==> config.mk <==
export PLATFORM = sky130hd
export DESIGN_NAME = aomst_top
export DESIGN_NICKNAME = d
export VERILOG_FILES = /design/src/aomst_pkg.sv /design/src/aomst_top.sv
export SDC_FILE = /design/constraint.sdc
export NUM_CORES = 1
export LEC_CHECK = 0
export BUFFER_PORTS_ARGS = -buffer_cell sky130_fd_sc_hd__buf_2
export CAP_MARGIN = 30
export CORE_ASPECT_RATIO = 2
export CORE_UTILIZATION = 55
export CTS_BUF_LIST = sky130_fd_sc_hd__clkbuf_4
export CTS_CLUSTER_DIAMETER = 30
export CTS_CLUSTER_SIZE = 8
export DETAILED_ROUTE_END_ITERATION = 10
export PLACE_DENSITY = 0.83
export SYNTH_ARGS = -nofsm -noshare
export SYNTH_HDL_FRONTEND = slang
export SYNTH_SLANG_ARGS = --single-unit
==> constraint.sdc <==
create_clock -name i_clk -period 4.1 [get_ports i_clk]
set_input_delay 0.615 -clock i_clk [delete_from_list [all_inputs] [get_ports i_clk]]
set_output_delay 0.615 -clock i_clk [all_outputs]
set_load 0.01 [all_outputs]
==> src/aomst_pkg.sv <==
// package for the accelerometer offset and magnetometer status block:
// register indices, field positions, reset values and sample carriers.
// assumes APB byte address = 4 * register index, data in the low byte.
`default_nettype none

package aomst_pkg;

  localparam int AXES = 3;

  // raw samples arrive from the acquisition logic on the same clock
  typedef struct packed {
    logic             valid;    // one-cycle strobe, all three axes
    logic [2:0][15:0] axis;     // signed, 1 mg per count, [0] = x
  } aomst_acc_s;

  typedef struct packed {
    logic [2:0]       done;     // one-cycle per-axis completion strobes
    logic [2:0][15:0] axis;     // signed, 0.1 uT per count, [0] = x
  } aomst_mag_s;

  typedef logic [7:0] aomst_idx_t;

  // register indices (byte address = index * 4)
  localparam aomst_idx_t IDX_CTRL     = 8'h2A;
  localparam aomst_idx_t IDX_MAG_STS  = 8'h32;
  localparam aomst_idx_t IDX_IRQ_STS  = 8'h60;
  localparam aomst_idx_t IDX_IRQ_MSK  = 8'h61;
  localparam aomst_idx_t [2:0] IDX_ACC_HI = {8'h05, 8'h03, 8'h01};
  localparam aomst_idx_t [2:0] IDX_ACC_LO = {8'h06, 8'h04, 8'h02};
  localparam aomst_idx_t [2:0] IDX_OFF    = {8'h31, 8'h30, 8'h2F};
  localparam aomst_idx_t [2:0] IDX_MAG_HI = {8'h37, 8'h35, 8'h33};
  localparam aomst_idx_t [2:0] IDX_MAG_LO = {8'h38, 8'h36, 8'h34};

  // field positions
  localparam int CTRL_ACTIVE_BIT = 0;
  localparam int IRQ_ACC_DONE    = 0;
  localparam int IRQ_MAG_SET     = 1;
  localparam int IRQ_MAG_OW      = 2;
  localparam int IRQ_OFF_REFUSED = 3;
  localparam int IRQ_W           = 4;

  // reset values
  localparam logic [7:0]       RST_OFF  = 8'h00;
  localparam logic             RST_CTRL = 1'b0;
  localparam logic [IRQ_W-1:0] RST_MSK  = 4'h0;

  // one offset count is 2 mg, i.e. two sample counts
  localparam int          OFF_SHIFT = 1;
  localparam logic [15:0] SAT_POS   = 16'h7FFF;
  localparam logic [15:0] SAT_NEG   = 16'h8000;

endpackage : aomst_pkg

`default_nettype wire

==> src/aomst_top.sv <==
// accelerometer offset correction and magnetometer sample status, APB slave.
// assumes samples and strobes come from logic on i_clk; zero-wait APB.
`default_nettype none

module aomst_top (
  input  wire logic                 i_clk,
  input  wire logic                 i_nrst,
  input  wire logic [11:0]          i_paddr,
  input  wire logic                 i_psel,
  input  wire logic                 i_penable,
  input  wire logic                 i_pwrite,
  input  wire logic [31:0]          i_pwdata,
  input  wire logic [3:0]           i_pstrb,
  output logic      [31:0]          o_prdata,
  output logic                      o_pready,
  output logic                      o_pslverr,
  input  wire aomst_pkg::aomst_acc_s i_acc,
  input  wire aomst_pkg::aomst_mag_s i_mag,
  output logic                      o_irq
);
  import aomst_pkg::*;

  logic [7:0]             idx;
  logic                   addr_ok;
  logic                   setup;
  logic                   access;
  logic                   wr_ok;
  logic                   rd_ok;
  logic [31:0]            rd_word;
  logic                   rd_hit;
  logic                   active_ff;
  logic [2:0][7:0]        acc_off_ff;
  logic [2:0][15:0]       acc_out_ff;
  logic [2:0][15:0]       mag_out_ff;
  logic [2:0]             mag_dr_ff;
  logic [2:0]             mag_ow_ff;
  logic                   set_dr_ff;
  logic                   set_ow_ff;
  logic [2:0]             seen_ff;
  logic [IRQ_W-1:0]       irq_sts_ff;
  logic [IRQ_W-1:0]       irq_msk_ff;
  logic [31:0]            prdata_ff;
  logic                   slverr_ff;
  logic [2:0]             mag_new;
  logic [2:0]             hi_read;
  logic [2:0]             ow_evt;
  logic [2:0]             nxt_dr;
  logic                   set_new;
  logic                   all_read;
  logic                   off_refused;
  logic [IRQ_W-1:0]       irq_evt;
  logic [7:0]             mag_sts;

  // saturating add of a scaled signed offset to a signed sample
  function automatic logic [15:0] sat_add(input logic [15:0] raw, input logic [7:0] off);
    logic [16:0] sum;
    sum = {raw[15], raw} + ({{9{off[7]}}, off} << OFF_SHIFT); // 2 mg per offset count
    if (sum[16] != sum[15]) begin
      return sum[16] ? SAT_NEG : SAT_POS;
    end
    return sum[15:0];
  endfunction

  // apb phase and address decode
  assign idx     = i_paddr[9:2];
  assign addr_ok = (i_paddr[1:0] == 2'h0) && (i_paddr[11:10] == 2'h0);
  assign setup   = i_psel & ~i_penable;
  assign access  = i_psel & i_penable;
  assign wr_ok   = access & i_pwrite & ~slverr_ff;
  assign rd_ok   = access & ~i_pwrite & ~slverr_ff;

  // zero-wait slave; data and error prepared in the setup cycle
  assign o_pready  = 1'b1;
  assign o_prdata  = prdata_ff;
  assign o_pslverr = slverr_ff & access;

  assign mag_sts = {set_ow_ff, mag_ow_ff, set_dr_ff, mag_dr_ff};

  // read multiplexer
  always_comb begin
    rd_word = 32'h0000_0000;
    rd_hit  = 1'b0;
    if (!addr_ok) begin
      rd_hit = 1'b0;
    end else if (idx == IDX_CTRL) begin
      rd_hit  = 1'b1;
      rd_word = {31'h0000_0000, active_ff};
    end else if (idx == IDX_MAG_STS) begin
      rd_hit  = 1'b1;
      rd_word = {24'h00_0000, mag_sts};
    end else if (idx == IDX_IRQ_STS) begin
      rd_hit  = 1'b1;
      rd_word = {28'h000_0000, irq_sts_ff};
    end else if (idx == IDX_IRQ_MSK) begin
      rd_hit  = 1'b1;
      rd_word = {28'h000_0000, irq_msk_ff};
    end
    for (int i = 0; i < AXES; i++) begin
      if (addr_ok && idx == IDX_OFF[i]) begin
        rd_hit  = 1'b1;
        rd_word = {24'h00_0000, acc_off_ff[i]};
      end
      if (addr_ok && idx == IDX_ACC_HI[i]) begin
        rd_hit  = 1'b1;
        rd_word = {24'h00_0000, acc_out_ff[i][15:8]};
      end
      if (addr_ok && idx == IDX_ACC_LO[i]) begin
        rd_hit  = 1'b1;
        rd_word = {24'h00_0000, acc_out_ff[i][7:0]};
      end
      if (addr_ok && idx == IDX_MAG_HI[i]) begin
        rd_hit  = 1'b1;
        rd_word = {24'h00_0000, mag_out_ff[i][15:8]};
      end
      if (addr_ok && idx == IDX_MAG_LO[i]) begin
        rd_hit  = 1'b1;
        rd_word = {24'h00_0000, mag_out_ff[i][7:0]};
      end
    end
  end

  // response capture in setup; unmapped addresses answer with an error
  always_ff @(posedge i_clk or negedge i_nrst) begin
    if (!i_nrst) begin
      prdata_ff <= 32'h0000_0000;
      slverr_ff <= 1'b0;
    end else if (setup) begin
      prdata_ff <= i_pwrite ? 32'h0000_0000 : rd_word;
      slverr_ff <= ~rd_hit;
    end
  end

  // standby / active control
  always_ff @(posedge i_clk or negedge i_nrst) begin
    if (!i_nrst) begin
      active_ff <= RST_CTRL;
    end else if (wr_ok && idx == IDX_CTRL && i_pstrb[0]) begin
      active_ff <= i_pwdata[CTRL_ACTIVE_BIT];
    end
  end

  // offset registers, writable only in standby
  always_ff @(posedge i_clk or negedge i_nrst) begin
    if (!i_nrst) begin
      acc_off_ff <= {AXES{RST_OFF}};
    end else begin
      for (int i = 0; i < AXES; i++) begin
        if (wr_ok && idx == IDX_OFF[i] && i_pstrb[0] && !active_ff) begin
          acc_off_ff[i] <= i_pwdata[7:0];
        end
      end
    end
  end

  // refused offset write is reported, not stored
  always_comb begin
    off_refused = 1'b0;
    for (int i = 0; i < AXES; i++) begin
      if (wr_ok && idx == IDX_OFF[i] && active_ff) begin
        off_refused = 1'b1;
      end
    end
  end

  // corrected acceleration output registers
  always_ff @(posedge i_clk or negedge i_nrst) begin
    if (!i_nrst) begin
      acc_out_ff <= '0;
    end else if (i_acc.valid && active_ff) begin
      for (int i = 0; i < AXES; i++) begin
        acc_out_ff[i] <= sat_add(i_acc.axis[i], acc_off_ff[i]);
      end
    end
  end

  // magnetic output registers
  always_ff @(posedge i_clk or negedge i_nrst) begin
    if (!i_nrst) begin
      mag_out_ff <= '0;
    end else begin
      for (int i = 0; i < AXES; i++) begin
        if (mag_new[i]) begin
          mag_out_ff[i] <= i_mag.axis[i];
        end
      end
    end
  end

  // per-axis events; clear takes effect at the read's completing edge
  always_comb begin
    for (int i = 0; i < AXES; i++) begin
      mag_new[i] = i_mag.done[i] & active_ff;
      hi_read[i] = rd_ok && idx == IDX_MAG_HI[i];
      ow_evt[i]  = mag_new[i] & mag_dr_ff[i] & ~hi_read[i];
      nxt_dr[i]  = mag_new[i] | (mag_dr_ff[i] & ~hi_read[i]);
    end
    set_new  = (|mag_new) & (&nxt_dr);
    all_read = &(seen_ff | hi_read);
  end

  // per-axis ready and overwrite flags; a new sample wins over a high byte read for ready, the read wins for overwrite
  always_ff @(posedge i_clk or negedge i_nrst) begin
    if (!i_nrst) begin
      mag_dr_ff <= 3'h0;
      mag_ow_ff <= 3'h0;
    end else begin
      mag_dr_ff <= nxt_dr;
      mag_ow_ff <= ow_evt | (mag_ow_ff & ~hi_read);
    end
  end

  // set-level flags and tracking of high bytes read since the last set
  always_ff @(posedge i_clk or negedge i_nrst) begin
    if (!i_nrst) begin
      set_dr_ff <= 1'b0;
      set_ow_ff <= 1'b0;
      seen_ff   <= 3'h0;
    end else begin
      set_dr_ff <= set_new | (set_dr_ff & ~all_read);
      set_ow_ff <= (|ow_evt) | (set_ow_ff & ~all_read);
      if (set_new || all_read) begin
        seen_ff <= 3'h0;
      end else begin
        seen_ff <= seen_ff | hi_read;
      end
    end
  end

  // interrupt sources
  always_comb begin
    irq_evt                  = '0;
    irq_evt[IRQ_ACC_DONE]    = i_acc.valid & active_ff;
    irq_evt[IRQ_MAG_SET]     = set_new;
    irq_evt[IRQ_MAG_OW]      = |ow_evt;
    irq_evt[IRQ_OFF_REFUSED] = off_refused;
  end

  // sticky status with write-one-to-clear, new events win
  always_ff @(posedge i_clk or negedge i_nrst) begin
    if (!i_nrst) begin
      irq_sts_ff <= '0;
    end else if (wr_ok && idx == IDX_IRQ_STS && i_pstrb[0]) begin
      irq_sts_ff <= (irq_sts_ff & ~i_pwdata[IRQ_W-1:0]) | irq_evt;
    end else begin
      irq_sts_ff <= irq_sts_ff | irq_evt;
    end
  end

  // interrupt mask
  always_ff @(posedge i_clk or negedge i_nrst) begin
    if (!i_nrst) begin
      irq_msk_ff <= RST_MSK;
    end else if (wr_ok && idx == IDX_IRQ_MSK && i_pstrb[0]) begin
      irq_msk_ff <= i_pwdata[IRQ_W-1:0];
    end
  end

  assign o_irq = |(irq_sts_ff & irq_msk_ff);
endmodule // aomst_top

`default_nettype wire
==> out/results.md <==
Outcome
• finished, final reports clean — result of the run

Worst setup path
• sky130_fd_sc_hd__a311oi_4 — CP max-delay cell
• compound AO/OA/AOI/OAI gates — delay-heaviest family, CP
• sky130_fd_sc_hd__o31ai_2 — library cell appearing most often on the critical path
• 4.59 ns — worst endpoint required time
• ha_1, inv_1, fa_1, nor2b_4, o31ai_2, a211oi_1, o31ai_2, a311oi_4, nor3_4, nor2b_1, o21ai_1 — Cell Chain, Critical Path
• flop to flop — startpoint-to-endpoint class of the critical path
• acc_out_ff[18] — capturing point of the worst reg2reg path
• 11 — reg2reg path depth
• flop — element type at the critical path start
• 1 — count of buffer and inverter cells on the critical path
• acc_off_ff[8] — start of the worst register-to-register path
• 0.75 ns — r2r setup slk
• 3.83 ns — arrival time at the worst endpoint
• 0.62 ns — maximum single-stage delay on the critical path
• 9 — highest net fanout along the worst path
• flop — Worst setup EP type
• 11 — number of stages on the worst setup path

Place
• 135 — Port-buffer cells
• 21.9 mm — DPL Wire Length
• 0.990 — placer congestion estimate

Synthesis
• 0 — Syn. warnings
• 0.378 — share of the synthesized area in the top cell type
• sky130_fd_sc_hd__dfrtp_1 — library cell occupying the most area in the post-synthesis netlist
• 9.43 um2 — syn avg cell area
• 1.00 — Async SR Flop Fraction
• sky130_fd_sc_hd__dfrtp_1 — Primary FF master, synth
• 0 — number of synthesized flops with an enable pin
• 9850 um2 — netlist area before placement
• sky130_fd_sc_hd__dfrtp_1, sky130_fd_sc_hd__mux2_2, sky130_fd_sc_hd__ha_1 — top post-synthesis cells by area
• 93 — number of distinct library cells after synthesis
• 149 — Synth Register Bits
• 0.378 — fraction of the yosys area taken by sequential cells
• 1045 — cell count after synthesis

Die
• 191 um — die boundary height
• 96.6 um — width of the die
• 188 — number of I/O pins
• 0.568 — starting utilization of the core area
• 68 — FP Rows
• 18500 um2 — Die ar.
• 17400 um2 — area of the placeable core

Clock network
• 0 — number of gates given a new drive strength after cts
• 0 — post-CTS setup-driven buffer insertion count
• sky130_fd_sc_hd__clkbuf_4 — CTS Root Buffer Type
• 17 — total clock buffers created by CTS
• done — CTS tree
• 0.15 ns — Clock Pin Slew Worst Setup and Hold Paths
• 4 — H-tree lvl count
• 2 — Max Root-Sink Buffers
• 0.59 ns — Skew-Pair Late Insertion Delay
• 149 — Sink Count

Cells and area
• 10.8% — area overhead of the layout relative to synthesis
• 1492 — Layout fillers
• 1370 — post-layout net count
• sky130_fd_sc_hd__dfrtp_1, sky130_fd_sc_hd__buf_2, sky130_fd_sc_hd__nand2_1 — commonest non-fill, non-tap cells in the layout
• 0.248 — layout cell share with drive strength beyond 1
• sky130_fd_sc_hd__dfrtp_1 — most frequent standard cell in the layout excluding fill and tap cells

Route
• 0 — Remaining DRCs
• 6.34 — via-per-instance ratio
• 27.9 mm — total routed wirelength
• 8 — TritonRoute pass-1 iters
• 8833 — via count
• 666 — number of design-rule violations left by the first detailed-router iteration
• 20.0 um — wire length per cell after detailed routing
• 0 — Final ANT Viol Nets

Hold path
• i_mag[8] — Hold Crit Start
• input pin to flop — Hold/Removal Path Class
• mag_out_ff[8] — WHS Endpoint
• 2 — depth of the worst hold-timing path

Timing
• 1.03 ns — Tightest Pin Transition
• 0 ns — Sum Neg Setup Slack
• 0 — number of failing setup endpoints in the final timing report
• 299 MHz — maximum clock frequency
• false — RSZ-0062 raised after global routing
• 0.247 ns — worst hold slack
• 0 — total count of max-transition violations in the final report
• 0 — final hold violation count
• 0.0373 ns — setup skew after layout
• 0.816 — share of the cycle needed by the critical path after routing
• 0.304 — worst rel slew slack
• 3.35 ns — final period demand of the worst path

Pwr
• 5.25 nW — leakage power figure
• 146 uV — highest ir drop seen on vdd
• 268 nW/um2 — Power per Cell Area

GRT
• 1 — antenna violations before repair
• 0.307 — GR Util All Layers
• 44.3 mm — first-pass GRT wire length
• 0 — aggregate global routing overflow
• 96 — largest net degree at the start of global routing
• 8635 — vias in the first global route

Flow run
• 0 — Max-Cap Viols

-- cells in the mapped netlist (all sizes together) (4+ instances only) --
cell / instances
or3: 10
a21oi: 68
a221o: 4
maj3: 6
nand2b: 11
a211oi: 7
o22ai: 14
and2: 8
o211ai: 4
a31oi: 20
xnor2: 25
buf: 45
o21ai: 77
nor2b: 12
o21a: 14
dfrtp: 149
nor4b: 6
nor3: 20
inv: 25
o21bai: 4
and3: 8
a211o: 5
a21o: 8
a221oi: 15
or2: 7
nand2: 112
nor2: 85
mux2: 77
nand4: 4
a2111oi: 5
clkbuf: 21
nand3: 21
o31ai: 19
a22o: 5
nor4: 11
ha: 45
a22oi: 16
-- metrics by stage --
step,cell area [um2],worst slack [ns],power [W],instances,util
floorplan,9940,1.12,0.00178,1068,-
finish,10900,0.754,0.00293,1393,0.629
detailed placement,10600,0.566,0.00194,1359,0.610
global placement,10600,0.644,0.00193,1359,0.610
CTS,10900,0.788,0.00293,1392,0.629
global route,10900,0.511,0.00304,1393,0.629
-- power by group --
| part | internal, W | total (W) | switching (W) |
|---|---|---|---|
| clock | 0.000445 | 0.00101 | 0.000565 |
| sequential | 0.00151 | 0.00155 | 0.0000349 |
| combinational | 0.000148 | 0.000369 | 0.000221 |
-- per-layer routing --
| metal | part of all wire | global-route usage | up-vias |
|---|---|---|---|
| li1 | - | - | 4086 |
| met1 | 0.36 | 0.332 | 4221 |
| met2 | 0.52 | 0.549 | 408 |
| met3 | 0.058 | 0.0457 | 118 |
| met4 | 0.070 | 0.210 | 0 |
| met5 | 0 | 0 | - |
-- kinds of logic (layout without fill, tap and decap cells) --
group | count (synthesis) | after routing | share of synthesized area
AOI/OAI and AO/OA | 316 | 316 | 0.217
muxes | 80 | 80 | 0.0911
and+or+nand+nor | 325 | 325 | 0.168
xor gates and xnor gates | 28 | 28 | 0.0249
DFF | 149 | 149 | 0.378
buffers and inverters | 91 | 205 | 0.0497
other | 2 | 26 | 0.000762
adders and majority gates | 54 | 54 | 0.0693
-- sequential cells by signal, indices dropped and copies added, names as in the netlist, 3 cells and up --
register / count
acc_out_ff: 48
mag_out_ff: 48
acc_off_ff: 24
o_prdata: 8
irq_msk_ff: 4
irq_sts_ff: 4
mag_dr_ff: 3
mag_ow_ff: 3
seen_ff: 3
-- worst max-delay path by stage --
stage,start,to,slack (ns)
finish,acc_off_ff[8],acc_out_ff[18],0.75
global route,acc_off_ff[16],acc_out_ff[39],0.51
CTS,acc_off_ff[8],acc_out_ff[18],0.79
detailed placement,i_acc[17],acc_out_ff[18],0.57
global placement,i_acc[17],acc_out_ff[29],0.64
floorplan,i_acc[17],acc_out_ff[18],1.12
-- area by class of cell --
class,instances,area [um2],area share
antenna,1,2.50,0.000229
clock buffer,19,143,0.0131
clock inverter,13,169,0.0155
inverter,25,93.8,0.00860
multi-input combinational,828,5720,0.524
sequential,149,3730,0.342
tap,210,263,0.0241
timing repair buffer,148,795,0.0728
-- timing repair --
action                     in CTS  in global routing
setup endpoints to repair       0                  0
hold buffers                    1                  0
hold endpoints to repair       54                  0
Note: power is estimated with default switching activity, not from simulation.
